`src/verilog/two_wire_pkg.sv`:
```
package two_wire_pkg;

	// ==========================================================
	// Timing.
	localparam int          CLK_MHZ  = 100;
	localparam int          HALF_NS  = 500;
	localparam logic [7:0]  HALF_CYC = 8'((HALF_NS * CLK_MHZ + 999) / 1000);
	localparam int          DLY_NS   = 30;
	localparam logic [2:0]  DLY_CYC  = 3'((DLY_NS * CLK_MHZ + 999) / 1000);

	// ==========================================================
	// Register offsets.
	localparam logic [2:0]  OFS_MODE   = 3'h0;
	localparam logic [2:0]  OFS_CTL2   = 3'h1;
	localparam logic [2:0]  OFS_COND   = 3'h2;
	localparam logic [2:0]  OFS_TXB    = 3'h3;
	localparam logic [2:0]  OFS_RXB    = 3'h4;
	localparam logic [2:0]  OFS_RXST   = 3'h5;
	localparam logic [2:0]  OFS_ISEL   = 3'h6;
	localparam logic [2:0]  OFS_SHARED = 3'h7;

	// ==========================================================
	// Field positions and values.
	localparam logic [2:0]  SMD_TWO_WIRE = 3'h2;
	localparam int          B_TWO_WIRE_MODE_SELECT  = 3;
	localparam int          B_ABC   = 4;
	localparam int          B_MST   = 5;
	localparam int          B_BBS   = 7;
	localparam int          B_ACK_INTERRUPT_SELECT = 0;
	localparam int          B_CLOCK_DELAY_SELECT  = 1;
	localparam int          B_STA   = 0;
	localparam int          B_RSTA  = 1;
	localparam int          B_STP   = 2;
	localparam int          B_SEL   = 3;
	localparam int          B_ACK_VALUE_SELECT  = 4;
	localparam int          B_ACK_OUTPUT_ENABLE  = 5;
	localparam int          B_CLOCK_STOP_ON_STOP = 6;
	localparam int          B_NINTH_CLOCK_HOLD  = 7;
	localparam int          B_RACK  = 0;
	localparam int          B_ABT   = 1;
	localparam int          B_RBBS  = 2;
	localparam logic [7:0]  RST8      = 8'h00;
	localparam logic [3:0]  BITS_DATA = 4'h8;
	localparam logic [3:0]  BITS_ALL  = 4'h9;

	// ==========================================================
	// Types.
	typedef enum logic [2:0] {
		PH_IDLE = 3'b000,
		PH_CA   = 3'b001,
		PH_CB   = 3'b010,
		PH_CC   = 3'b011,
		PH_CD   = 3'b100,
		PH_XFER = 3'b101
	} phase_type;

	typedef struct packed {
		logic [2:0] addr;
		logic [7:0] wdata;
		logic       wr;
		logic       rd;
	} bus_req_type;

	typedef struct packed {
		logic [7:0] mode;
		logic [7:0] ctl2;
		logic [7:0] cond;
		logic [7:0] txb;
		logic [7:0] rxb;
		logic [7:0] isel;
		logic [7:0] shared;
		logic [7:0] rdata;
		logic [7:0] sh;
		logic [7:0] div;
		logic [3:0] cnt;
		logic [2:0] dly;
		phase_type  ph;
		logic       rx_ack;
		logic       arbitration_lost_flag;
		logic       mism;
		logic       bus_busy_flag;
		logic       hold;
		logic       scl_drv;
		logic       sda_drv;
		logic       pend_val;
		logic       sda_s1;
		logic       sda_s2;
		logic       sda_d;
		logic       scl_s1;
		logic       scl_s2;
		logic       scl_d;
		logic       irq_cond;
		logic       irq_tx;
		logic       irq_rx;
		logic       sda_oe;
		logic       scl_oe;
	} state_type;

endpackage
```
`src/verilog/two_wire_mode.sv`:
```
// The register offsets and the plain strobed port were left to the implementer.
`timescale 1ns/100ps

// Functional notes
// - Channel 2 data pin always open-drain.
// - Master start request makes start condition.
// - Master restart request makes repeated start.
// - Master stop request makes stop condition.
// - Conditions driven only while output select set.
// - Ack value driven when ack output enabled.
// - Master releases clock on stop if enabled.
// - Slave holds clock low from ninth fall.
// - Mode active when field 010 and select set.
// - Condition interrupt on start or stop.
// - Receive interrupt timing follows ack select.
// - Receive buffer load timing follows selects.
// - Data output delayed behind the clock.
// - Data pin is SDA, clock pin SCL.
// - Separate clock pin unused in this mode.
// - Detect start and stop with clock high.
// - Shared condition interrupt, busy flag tells which.
// - Arbitration check on rising clock edges.
module two_wire_mode (
	input  wire logic                      CLK,
	input  wire logic                      RSTN,
	input  wire two_wire_pkg::bus_req_type BUS,
	output logic [7:0]                     RDATA,
	input  wire logic                      DATA_LINE_I,
	output logic                           DATA_LINE_O,
	output logic                           DATA_LINE_OE,
	input  wire logic                      CLOCK_LINE_I,
	output logic                           CLOCK_LINE_O,
	output logic                           CLOCK_LINE_OE,
	output logic                           SERIAL_CLOCK_PIN_O,
	output logic                           SERIAL_CLOCK_PIN_OE,
	output logic                           IRQ_COND,
	output logic                           IRQ_TX,
	output logic                           IRQ_RX
);

	two_wire_pkg::state_type s_r;
	two_wire_pkg::state_type s_nxt;
	logic                    in_mode;
	logic                    master;
	logic                    tick;
	logic                    start_det;
	logic                    stop_det;
	logic                    rise;
	logic                    fall;
	logic                    ack_interrupt_select;
	logic                    clock_delay_select;
	logic                    done;

	// ==========================================================
	// Decodes.
	assign in_mode = s_r.mode[2:0] == two_wire_pkg::SMD_TWO_WIRE
		&& s_r.mode[two_wire_pkg::B_TWO_WIRE_MODE_SELECT];
	assign master = s_r.mode[two_wire_pkg::B_MST];
	assign ack_interrupt_select = s_r.ctl2[two_wire_pkg::B_ACK_INTERRUPT_SELECT];
	assign clock_delay_select = s_r.ctl2[two_wire_pkg::B_CLOCK_DELAY_SELECT];
	assign tick = s_r.div == two_wire_pkg::HALF_CYC - 8'h01;
	assign start_det = s_r.scl_s2 && s_r.scl_d
		&& s_r.sda_d && !s_r.sda_s2;
	assign stop_det = s_r.scl_s2 && s_r.scl_d
		&& !s_r.sda_d && s_r.sda_s2;
	assign rise = s_r.scl_s2 && !s_r.scl_d && s_r.ph == two_wire_pkg::PH_XFER;
	assign fall = !s_r.scl_s2 && s_r.scl_d && s_r.ph == two_wire_pkg::PH_XFER;

	// ==========================================================
	// Next state.
	always_comb begin
		s_nxt = s_r;
		done = 1'b0;
		s_nxt.irq_cond = 1'b0;
		s_nxt.irq_tx = 1'b0;
		s_nxt.irq_rx = 1'b0;
		s_nxt.sda_s1 = DATA_LINE_I;
		s_nxt.sda_s2 = s_r.sda_s1;
		s_nxt.sda_d = s_r.sda_s2;
		s_nxt.scl_s1 = CLOCK_LINE_I;
		s_nxt.scl_s2 = s_r.scl_s1;
		s_nxt.scl_d = s_r.scl_s2;
		s_nxt.div = tick ? two_wire_pkg::RST8 : s_r.div + 8'h01;
		s_nxt.rdata = two_wire_pkg::RST8;
		if (BUS.rd) begin
			case (BUS.addr)
				two_wire_pkg::OFS_MODE: begin
					s_nxt.rdata = s_r.mode;
					s_nxt.rdata[two_wire_pkg::B_BBS] = s_r.bus_busy_flag;
				end
				two_wire_pkg::OFS_CTL2: s_nxt.rdata = s_r.ctl2;
				two_wire_pkg::OFS_COND: s_nxt.rdata = s_r.cond;
				two_wire_pkg::OFS_TXB: s_nxt.rdata = s_r.txb;
				two_wire_pkg::OFS_RXB: s_nxt.rdata = s_r.rxb;
				two_wire_pkg::OFS_RXST: begin
					s_nxt.rdata[two_wire_pkg::B_RACK] = s_r.rx_ack;
					s_nxt.rdata[two_wire_pkg::B_ABT] = s_r.arbitration_lost_flag;
					s_nxt.rdata[two_wire_pkg::B_RBBS] = s_r.bus_busy_flag;
				end
				two_wire_pkg::OFS_ISEL: s_nxt.rdata = s_r.isel;
				two_wire_pkg::OFS_SHARED: s_nxt.rdata = s_r.shared;
				default: s_nxt.rdata = two_wire_pkg::RST8;
			endcase
		end
		if (BUS.wr) begin
			case (BUS.addr)
				two_wire_pkg::OFS_MODE: begin
					s_nxt.mode = BUS.wdata;
					s_nxt.mode[two_wire_pkg::B_BBS] = 1'b0;
				end
				two_wire_pkg::OFS_CTL2: s_nxt.ctl2 = BUS.wdata;
				two_wire_pkg::OFS_COND: begin
					s_nxt.cond = BUS.wdata;
					if (!BUS.wdata[two_wire_pkg::B_NINTH_CLOCK_HOLD]) begin
						s_nxt.hold = 1'b0;
					end
				end
				two_wire_pkg::OFS_TXB: begin
					s_nxt.txb = BUS.wdata;
					s_nxt.hold = 1'b0;
					if (in_mode && s_r.ph == two_wire_pkg::PH_IDLE) begin
						s_nxt.ph = two_wire_pkg::PH_XFER;
						s_nxt.cnt = 4'h0;
						s_nxt.mism = 1'b0;
						s_nxt.pend_val = BUS.wdata[7];
						s_nxt.dly = two_wire_pkg::DLY_CYC;
					end
				end
				two_wire_pkg::OFS_RXST: s_nxt.arbitration_lost_flag = 1'b0;
				two_wire_pkg::OFS_ISEL: s_nxt.isel = BUS.wdata;
				two_wire_pkg::OFS_SHARED: s_nxt.shared = BUS.wdata;
				default: s_nxt.rdata = s_nxt.rdata;
			endcase
		end
		if (s_r.dly != 3'h0) begin
			s_nxt.dly = s_r.dly - 3'h1;
			if (s_r.dly == 3'h1) begin
				s_nxt.sda_drv = !s_r.pend_val;
			end
		end
		case (s_r.ph)
			two_wire_pkg::PH_IDLE: begin
				if (in_mode && master && s_r.cond[two_wire_pkg::B_SEL]
					&& s_r.cond[two_wire_pkg::B_STP:two_wire_pkg::B_STA]
					!= 3'h0) begin
					if (s_r.cond[two_wire_pkg::B_STA]) begin
						s_nxt.ph = two_wire_pkg::PH_CB;
					end else begin
						s_nxt.ph = two_wire_pkg::PH_CA;
					end
				end
			end
			two_wire_pkg::PH_CA: if (tick) begin
				s_nxt.scl_drv = 1'b1;
				s_nxt.sda_drv = s_r.cond[two_wire_pkg::B_STP];
				s_nxt.ph = two_wire_pkg::PH_CB;
			end
			two_wire_pkg::PH_CB: if (tick) begin
				s_nxt.scl_drv = 1'b0;
				s_nxt.ph = two_wire_pkg::PH_CC;
			end
			two_wire_pkg::PH_CC: if (tick) begin
				if (s_r.cond[two_wire_pkg::B_STP]) begin
					s_nxt.sda_drv = 1'b0;
					done = 1'b1;
				end else begin
					s_nxt.sda_drv = 1'b1;
					s_nxt.ph = two_wire_pkg::PH_CD;
				end
			end
			two_wire_pkg::PH_CD: if (tick) begin
				s_nxt.scl_drv = 1'b1;
				done = 1'b1;
			end
			two_wire_pkg::PH_XFER: begin
				if (master && tick) begin
					// The clock is released only once the data bit stands.
					if (s_r.scl_drv) begin
						if (s_r.dly == 3'h0) begin
							s_nxt.scl_drv = 1'b0;
						end
					end else if (s_r.scl_s2) begin
						s_nxt.scl_drv = 1'b1;
					end
				end
				if (rise) begin
					s_nxt.cnt = s_r.cnt + 4'h1;
					if (s_r.cnt < two_wire_pkg::BITS_DATA) begin
						s_nxt.sh = {s_r.sh[6:0], s_r.sda_s2};
						if (master && !s_r.sda_drv && !s_r.sda_s2) begin
							s_nxt.mism = 1'b1;
						end
						if (master && !s_r.mode[two_wire_pkg::B_ABC]) begin
							s_nxt.arbitration_lost_flag = !s_r.sda_drv && !s_r.sda_s2;
						end
					end else begin
						s_nxt.rx_ack = s_r.sda_s2;
						if (!ack_interrupt_select) begin
							s_nxt.irq_tx = s_r.sda_s2;
							s_nxt.irq_rx = !s_r.sda_s2;
						end else if (!clock_delay_select) begin
							s_nxt.irq_tx = 1'b1;
						end
						if (!ack_interrupt_select || clock_delay_select) begin
							s_nxt.rxb = s_r.sh;
						end
					end
				end
				if (fall) begin
					if (s_r.cnt == two_wire_pkg::BITS_ALL) begin
						s_nxt.ph = two_wire_pkg::PH_IDLE;
						s_nxt.pend_val = 1'b1;
						s_nxt.dly = two_wire_pkg::DLY_CYC;
						if (ack_interrupt_select) begin
							s_nxt.irq_rx = 1'b1;
							s_nxt.irq_tx = clock_delay_select;
							if (!clock_delay_select) begin
								s_nxt.rxb = s_r.sh;
							end
						end
						if (master && s_r.mode[two_wire_pkg::B_ABC] && s_r.mism) begin
							s_nxt.arbitration_lost_flag = 1'b1;
						end
						if (!master && s_r.cond[two_wire_pkg::B_NINTH_CLOCK_HOLD]) begin
							s_nxt.hold = 1'b1;
						end
					end else begin
						if (s_r.cnt == two_wire_pkg::BITS_DATA) begin
							s_nxt.pend_val = !s_r.cond[two_wire_pkg::B_ACK_OUTPUT_ENABLE]
								|| s_r.cond[two_wire_pkg::B_ACK_VALUE_SELECT];
							if (ack_interrupt_select && clock_delay_select) begin
								s_nxt.rxb = s_r.sh;
							end
						end else begin
							s_nxt.pend_val = s_r.txb[3'h7 - s_r.cnt[2:0]];
						end
						s_nxt.dly = two_wire_pkg::DLY_CYC;
					end
				end
			end
			default: s_nxt.ph = two_wire_pkg::PH_IDLE;
		endcase
		if (done) begin
			s_nxt.ph = two_wire_pkg::PH_IDLE;
			s_nxt.cond[two_wire_pkg::B_STP:two_wire_pkg::B_STA] = 3'h0;
			s_nxt.irq_cond = 1'b1;
		end
		if (start_det) begin
			s_nxt.bus_busy_flag = 1'b1;
			if (!s_r.cond[two_wire_pkg::B_SEL]) begin
				s_nxt.irq_cond = 1'b1;
			end
		end else if (stop_det) begin
			s_nxt.bus_busy_flag = 1'b0;
			if (!s_r.cond[two_wire_pkg::B_SEL]) begin
				s_nxt.irq_cond = 1'b1;
			end
			if (master && s_r.cond[two_wire_pkg::B_CLOCK_STOP_ON_STOP]
				&& s_r.ph == two_wire_pkg::PH_XFER) begin
				s_nxt.scl_drv = 1'b0;
				s_nxt.ph = two_wire_pkg::PH_IDLE;
			end
		end
		if (!in_mode) begin
			s_nxt.ph = two_wire_pkg::PH_IDLE;
			s_nxt.scl_drv = 1'b0;
			s_nxt.sda_drv = 1'b0;
			s_nxt.hold = 1'b0;
			s_nxt.dly = 3'h0;
		end
		s_nxt.sda_oe = in_mode && s_nxt.sda_drv;
		s_nxt.scl_oe = in_mode && (s_nxt.scl_drv || s_nxt.hold);
	end

	always_ff @(posedge CLK) begin
		if (!RSTN) begin
			s_r <= '0;
		end else begin
			s_r <= s_nxt;
		end
	end

	// ==========================================================
	// Outputs.
	assign RDATA = s_r.rdata;
	assign DATA_LINE_O = 1'b0;
	assign DATA_LINE_OE = s_r.sda_oe;
	assign CLOCK_LINE_O = 1'b0;
	assign CLOCK_LINE_OE = s_r.scl_oe;
	assign SERIAL_CLOCK_PIN_O = 1'b0;
	assign SERIAL_CLOCK_PIN_OE = 1'b0;
	assign IRQ_COND = s_r.irq_cond;
	assign IRQ_TX = s_r.irq_tx;
	assign IRQ_RX = s_r.irq_rx;
endmodule

```
`config.mk`:
```
export PLATFORM = sky130hd
export DESIGN_NAME = two_wire_mode
export DESIGN_NICKNAME = d
export VERILOG_FILES = /design/src/verilog/two_wire_pkg.sv /design/src/verilog/two_wire_mode.sv
export SDC_FILE = /design/constraint.sdc
export NUM_CORES = 1
export LEC_CHECK = 0
export ABC_AREA = 0
export BUFFER_PORTS_ARGS = -buffer_cell sky130_fd_sc_hd__clkbuf_2
export CAP_MARGIN = 40
export CORE_MARGIN = 2
export CORE_UTILIZATION = 45
export CTS_BUF_LIST = sky130_fd_sc_hd__clkbuf_8
export CTS_CLUSTER_SIZE = 24
export DETAILED_ROUTE_END_ITERATION = 8
export PLACE_DENSITY = 0.7
export SYNTH_ARGS = -nofsm -noshare
export SYNTH_HDL_FRONTEND = slang
export SYNTH_SLANG_ARGS = --single-unit
export TNS_END_PERCENT = 30
```
`constraint.sdc`:
```
create_clock -name CLK -period 2.05 [get_ports CLK]
set_input_delay 0.205 -clock CLK [delete_from_list [all_inputs] [get_ports CLK]]
set_output_delay 0.205 -clock CLK [all_outputs]
set_load 0.02 [all_outputs]
```
### Word level (Yosys, flattened, before mapping)

Index checks and enable logic that the tools add are counted.

* flip-flop bits (word level): 108
* bits of input ports: 17
* output and inout bits: 17
* logic and storage cells: 210

* $add $sub $neg: 4
* magnitude comparators: 2
* equal/unequal tests: 17
* multiplexer cells: 94
* bitwise operators: 2
* reduce and logical (&&, ||, !) cells: 58

Operators by type and width (number)
* 2-to-1 mux 8 bit: 10
* 2-to-1 mux 1 bit: 47
* 2-to-1 mux 3 bit: 12
* one-hot mux 5 bit (7 select lines): 1
* 2-to-1 mux 10 bit: 3
* logical AND 1 bit: 27
* one-hot mux 3 bit (8 select lines): 1
* 2-to-1 mux 2 bit: 11
* equality test 3 bit (second input constant): 6
* one-hot mux 3 bit (6 select lines): 1
* AND reduction 2 bit: 8
* equality test 3 x 2 -> 1 bit (second input constant): 5
* zero test 1 bit: 10
* equality test 3 x 1 -> 1 bit (second input constant): 3
* zero test 3 bit: 3
* adder 8 x 1 -> 8 bit (second input constant): 1
* equality test 4 bit (second input constant): 2
* equality test 8 x 6 -> 1 bit (second input constant): 1
* 2-to-1 mux 7 bit: 1
* 2-to-1 mux 6 bit: 1
* one-hot mux 1 bit (2 select lines): 3
* AND reduction 3 bit: 2
* nonzero test 3 bit: 2
* adder 4 x 1 -> 4 bit (second input constant): 1
* other kinds (11): 15

### Logic depth before layout (Yosys ltp)

Gate-level depths: netlist of run 1.

* depth after elaboration: 13
* depth in mapped cells: 8

### Worst setup path before layout of run 1

No wires, ideal clock.

* path type: register -> register
* start point: register s_r[26] (netlist bit)
* end point: register s_r[69] (netlist bit)
* arrival: 1699 ps
* required time: 1990 ps
* path slack: 291 ps
* cell stages (with the launch flop): 9
* path buffers: 1
* clock period less this slack: 1759 ps
* path through: dfxtp_1 inv_1 ha_1 nor4b_1 a21oi_1 o22ai_1 and2_1 clkbuf_1 a22o_1

* cells in the longest elaborated chain, start to end: 7
* elaborated cells on any way between the ends: 11

Ends and longest elaborated chain
* start, declared: RTL line two_wire_mode.sv:41 `two_wire_pkg::state_type s_r;`
* start signal, assigned: RTL line two_wire_mode.sv:279 `s_r <= s_nxt;`
* less-than comparator 4 bit: RTL line two_wire_mode.sv:188 `if (s_r.cnt < two_wire_pkg::BITS_DATA) begin`
* 2-to-1 mux 8 bit: RTL line two_wire_mode.sv:188
* 2-to-1 mux 8 bit: RTL line two_wire_mode.sv:186 `if (rise) begin`
* 2-to-1 mux 8 bit, on equally long branches: RTL line two_wire_mode.sv:231, two_wire_mode.sv:217
* 2-to-1 mux 8 bit, on equally long branches: RTL line two_wire_mode.sv:228, two_wire_mode.sv:214
* 2-to-1 mux 8 bit: RTL line two_wire_mode.sv:210 `if (s_r.cnt == two_wire_pkg::BITS_ALL) begin`
* 2-to-1 mux 8 bit (*): RTL line two_wire_mode.sv:209 `if (fall) begin`

Mark *: on every way between the ends. The rest lies on a longest branch, timed or not.
A chain may end at the register's enable or synchronous reset.

### Final worst setup path of run 1

* start point: register s_r[19] (netlist bit)
* end point: register s_r[20] (netlist bit)

* cells in the longest elaborated chain, start to end: 12
* elaborated cells on any way between the ends: 25

Ends and longest elaborated chain
* zero test 3 bit: RTL line two_wire_mode.sv:121, two_wire_mode.sv:141
* logical AND 1 bit: RTL line two_wire_mode.sv:121 `if (in_mode && s_r.ph == two_wire_pkg::PH_IDLE) begin`
* 2-to-1 mux 10 bit: RTL line two_wire_mode.sv:121
* 2-to-1 mux 10 bit: RTL line two_wire_mode.sv:106 `case (BUS.addr)`
* 2-to-1 mux 10 bit: RTL line two_wire_mode.sv:105 `if (BUS.wr) begin`
* 2-to-1 mux 3 bit, on equally long branches: RTL line two_wire_mode.sv:210, two_wire_mode.sv:163
* 2-to-1 mux 6 bit or 2-to-1 mux 3 bit (tied branches): RTL line two_wire_mode.sv:209, two_wire_mode.sv:162
* one-hot mux 3 bit (6 select lines): RTL line two_wire_mode.sv:141 `case (s_r.ph)`
* 2-to-1 mux 3 bit: RTL line two_wire_mode.sv:243 `if (done) begin`
* 2-to-1 mux 3 bit: RTL line two_wire_mode.sv:258 `if (master && s_r.cond[two_wire_pkg::B_CLOCK_STOP_ON_STOP]`
* 2-to-1 mux 3 bit: RTL line two_wire_mode.sv:253 `end else if (stop_det) begin`
* 2-to-1 mux 3 bit (*): RTL line two_wire_mode.sv:248 `if (start_det) begin`

Marked as above.

==> results of run 1 <==
where the power goes:
part           total (mW)  switching [mW]  internal, mW
logic               0.262           0.168        0.0940
clock network        1.42           0.709         0.711
registers            2.14          0.0285          2.11
cell families (layout without fill, tap and decap cells):
family | count (synthesis) | count (layout) | share of synthesized area
xor+xnor | 10 | 10 | 0.0171
mux | 29 | 29 | 0.0634
simple gates | 264 | 264 | 0.248
buf+inv | 62 | 70 | 0.0578
fa+ha+maj | 7 | 7 | 0.0171
other cells | 1 | 4 | 0.000731
compound gates | 131 | 131 | 0.178
flops | 107 | 107 | 0.417
state kept, by name, summed over array words and instances, names as in the netlist:
name,cells
CLOCK_LINE_OE,1
IRQ_COND,1
IRQ_RX,1
IRQ_TX,1
RDATA,8
ack_interrupt_select,1
clock_delay_select,1
master,1
s_nxt,4
s_r,88
cell usage after synthesis (6+ instances only):
| cell type | instances | share of area |
|---|---|---|
| nor2b_1 | 18 | 0.022 |
| a21oi_1 | 18 | 0.018 |
| a21boi_0 | 46 | 0.067 |
| mux2i_1 | 19 | 0.037 |
| inv_1 | 12 | 0.0088 |
| buf_4 | 15 | 0.022 |
| a22o_1 | 7 | 0.012 |
| nand3_1 | 18 | 0.018 |
| nor2_1 | 36 | 0.026 |
| clkbuf_1 | 27 | 0.020 |
| a31oi_1 | 10 | 0.012 |
| and2_1 | 15 | 0.018 |
| xnor2_1 | 7 | 0.012 |
| ha_1 | 7 | 0.017 |
| nand2_1 | 131 | 0.096 |
| buf_2 | 6 | 0.0059 |
| mux2_2 | 8 | 0.018 |
| dfxtp_1 | 107 | 0.42 |
| o21ai_0 | 17 | 0.017 |
| and3_1 | 7 | 0.0085 |
per-layer routing:
metal / vias up / global-route usage
li1: 2103 / -
met2: 161 / 0.339
met1: 2001 / 0.286
met4: 0 / 0.0800
met3: 21 / 0.0410
met5: - / 0
cell type report:
cell class,instances,area [um^2]
tap,140,175
multi-input combinational,445,2710
clock buffer,10,138
sequential,107,2140
inverter,12,45.0
fill,1019,5440
timing repair buffer,43,263
clock inverter,5,77.6
how the worst max path moves through the flow:
stage / to / from
floorplan: s_r[69] / s_r[26]
global placement: s_r[70] / s_r[21]
detailed placement: s_r[20] / s_r[19]
CTS: s_r[20] / s_r[19]
global route: s_r[20] / s_r[19]
finish: s_r[20] / s_r[19]
what timing repair did:
item,CTS,global route
setup endpoints to repair,0,8
gates resized for setup,0,1
buffers inserted,0,0
==> metrics, run 1 <==
fmax=0.519 GHz; final worst slack=0.125 ns; Critical Path Sink Type=register; hold_buf cts=0; FF-to-FF path depth=5; Post-synth EDFFs=0; RSZ-0062 raised after global routing=no; pre-CTS setup slack=0.173 ns; htree depth=3; CP peak stage delay=0.60 ns; P per Cell Area=689 nW/um^2; slowest cell on the critical path=or4_4; # DRC=0; # nets final=~640; core box area=roughly 11000 um^2; worst reg2reg startpoint=s_r[19]; number of DRC markers in iteration 0=384; clock sinks=between 100 and 150; hold depth=2; Netlist cell types=61; HP Start=DATA_LINE_I; Ys Warns=0; final setup fails=0; Cell Rows=38; CP cell instances=inv_1 -> or4_4 -> o21ai_2 -> nor2_1 -> a2111oi_2; Setup crit start kind=register; detail-routed net length per standard cell=16.8 um; setup TNS=0 ns; Syn Inst Count=611; DR WL met2=5880 um; GRT Overall Usage=0.212; post-synthesis sequential area ratio=0.417; worst skew pair latency=0.38 ns; largest net degree at the start of global routing=36; root buf cell=clkbuf_8; DR pass1 iterations=6; Tcrit/Tclk final=0.939; met3 routed WL=837 um; # Max-Cap Violations=0; final worst path period need=1.93 ns; clock skew=0.0112 ns; Finished Cell Area=5550 um^2; top sig layer=met4; hold-critical path endpoint=s_nxt[9]; final std cells w/o fill=762; commonest non-fill, non-tap cells in the layout=nand2_1 (131), dfxtp_1 (107), a21boi_0 (46); Required @ worst endpoint=2.32 ns; Die Ht=around 110 um; Avg Inst Size Synth=about 8.4 um^2; Yosys reg bits=around 110; CTS clock-pin slew for the worst setup and hold paths=0.10 ns; Initial Utilization=0.467; number of global-route vias before repair=4119; Buffers & Inverters on Critical Path=1; Worst path depth=5; initial antenna violation count=0; Max Root-Sink Buffers=2; Vias=between 4k and 5k; M1 WL=about 5800 um; Hold Crit Class=in2reg; run status=complete, no violations; CP Class=reg2reg; crit path max fanout=12; FF-to-FF setup slack=0.12 ns; grt ovf=0; Async S/R FF share, synth=0; post-DP HPWL=9170 um; Synth Flop Type=dfxtp_1; DR vias/cell=5.62; Port Buffer Count=29; Ports=34; CTS tree=yes; CTS buffer count=9; Worst VDD drop=0.464 mV; chip width=111 um; final hold violations=0; most common cell after layout, fill and taps aside=nand2_1; layout cell share with drive strength beyond 1=0.124; power after layout=about 3.8 mW; reg2reg end=s_r[20]; first-pass GRT wire length=around 21000 um; dpl cell area=5330 um^2; area grow syn2layout=8.07%; Final Util=0.505; ANT cells=0; static leakage power=1.93 nW; Final Max Tran Viols=0; worst-margin pin slew=slightly above 0.5 ns; hold_ws=about 0.026 ns; Routed Antenna Nets=0; Die Area=12300 um^2; placed cells=approximately 750; routability cong.=0.921; WP data arrival=between 2 and 2.5 ns; mapped cell area=5130 um^2; final wirelength=12800 um; delay-heaviest family, CP=simple AND/OR/NAND/NOR gates; Slew Limit Headroom=0.659
Note: power is estimated with default switching activity, not from simulation.
==> run 2, diff against run 1 <==
- clock period: 2.05 -> 2.2 ns (I/O delays scaled with it)
==> run 2 against run 1 <==
Clock power fell by 19%. Die area unchanged. Non-clock buffer count down 1. First-iteration DRC count is 11% higher. Sequential power down 7%. Utilization decreased by 0.54 points. Critical endpoint is now s_r[76].
==> metrics, run 2 (same netlist as run 1, synthesis figures left out) <==
FF-to-FF path depth=6; most common cell after layout, fill and taps aside=nand2_1; Die Ht=111 um; Final Max Tran Viols=0; max FFs per register=88; P per Cell Area=615 nW/um^2; Routed Antenna Nets=0; largest net degree at the start of global routing=34; Required @ worst endpoint=roughly 2.5 ns; CTS buffer count=9; Die Area=12300 um^2; worst reg2reg startpoint=s_r[25]; hold_buf cts=0; final worst path period need=1.93 ns; largest reg by FF count=s_r; setup TNS=0 ns; gr busiest metal=met2; Cell Rows=38; htree depth=3; Vias=4350; final wirelength=about 13000 um; Post-CTS Setup Bufs=0; area grow syn2layout=6.92%; Max Root-Sink Buffers=2; Critical Path Sink Type=register; M2 GR Usage=0.339; layout cell share with drive strength beyond 1=0.119; first-pass GRT wire length=21100 um; clock sinks=about 110; met3 Use GR=0.0525; DR vias/cell=approximately 5.7; GRT Overall Usage=0.213; # Max-Cap Violations=0; chip width=111 um; worst-margin pin slew=0.484 ns; HP Start=CLOCK_LINE_I; Slew Limit Headroom=0.672; clock skew=approximately 0.012 ns; crit path max fanout=10; Worst VDD drop=0.544 mV; CTS tree=yes; worst skew pair latency=~0.39 ns; initial antenna violation count=0; # nets final=641; ANT cells=0; Tcrit/Tclk final=0.879; DR pass1 iterations=5; Final Util=0.500; static leakage power=roughly 1.9 nW; hold depth=2; Port Buffer Count=29; root buf cell=clkbuf_8; reg2reg end=s_r[76]; final setup fails=0; Post-CTS Resized=0; WP data arrival=between 2 and 2.5 ns; CTS clock-pin slew for the worst setup and hold paths=0.09 ns; met1 usage=0.282; grt ovf=0; # DRC=0; hold-critical path endpoint=s_nxt[6]; commonest non-fill, non-tap cells in the layout=nand2_1 (131), dfxtp_1 (106), a21boi_0 (46); number of DRC markers in iteration 0=427; Hold Crit Class=in2reg; fmax=0.517 GHz; core box area=11000 um^2; number of global-route vias before repair=between 4k and 5k; routability cong.=0.890; run status=complete, no violations; RSZ-0062 raised after global routing=no; Ports=34; FF-to-FF setup slack=0.27 ns; detail-routed net length per standard cell=16.6 um; CP Class=reg2reg; post-DP HPWL=just over 9000 um; Setup crit start kind=register; Initial Utilization=0.467; final hold violations=0
==> run 2: metal layers <==
layer  wire length, um  part of all wire
met2              5910              0.47
met1              5650              0.45
met3               743             0.059
met4               310             0.025
met5                 0                 0
==> run 2: worst max path at each step <==
stage / from / end / slack [ns] / cells after the start
after CTS: s_r[26] / s_r[70] / 0.22 / 7
after global routing: s_r[25] / s_r[76] / 0.08 / 6
after detailed placement: s_r[26] / s_r[70] / 0.24 / 7
after floorplan: s_r[26] / s_r[69] / 0.44 / 8
final: s_r[25] / s_r[76] / 0.27 / 6
after global placement: s_r[26] / s_r[73] / 0.34 / 7
==> run 2: cell type report <==
class / count / area (um^2)
inverter: 12 / 45.0
sequential: 107 / 2140
tap: 140 / 175
multi-input combinational: 445 / 2710
clock buffer: 9 / 124
timing repair buffer: 42 / 243
clock inverter: 6 / 51.3
fill: 1032 / 5500
==> run 2: critical path, stage by stage, from the launching register on <==
cell,delay (ns)
dfxtp_1,0.44
ha_1,0.32
nor4b_1,0.35
a21oi_1,0.07
o22ai_1,0.24
a21boi_1,0.19
a22o_1,0.22
==> run 2: where the power goes <==
group | switching, mW | internal [mW] | leakage, nW | total, mW
Combinational | 0.150 | 0.0854 | 0.944 | 0.236
Sequential | 0.0286 | 1.97 | 0.866 | 2.00
Clock | 0.641 | 0.505 | 0.103 | 1.15
==> run 2: stage by stage <==
stage	worst slack (ns)	hold slack (ns)	power, mW	instance area (um^2)	std cells
2_1_floorplan	0.441	0.347	2.19	5140	614
4_1_cts	0.220	0.0303	3.40	5490	761
3_3_place_gp	0.345	0.421	2.27	5310	746
6_report	0.267	0.0345	3.38	5490	761
3_5_place_dp	0.237	0.424	2.27	5310	746
5_1_grt	0.0788	0.0330	3.51	5490	761
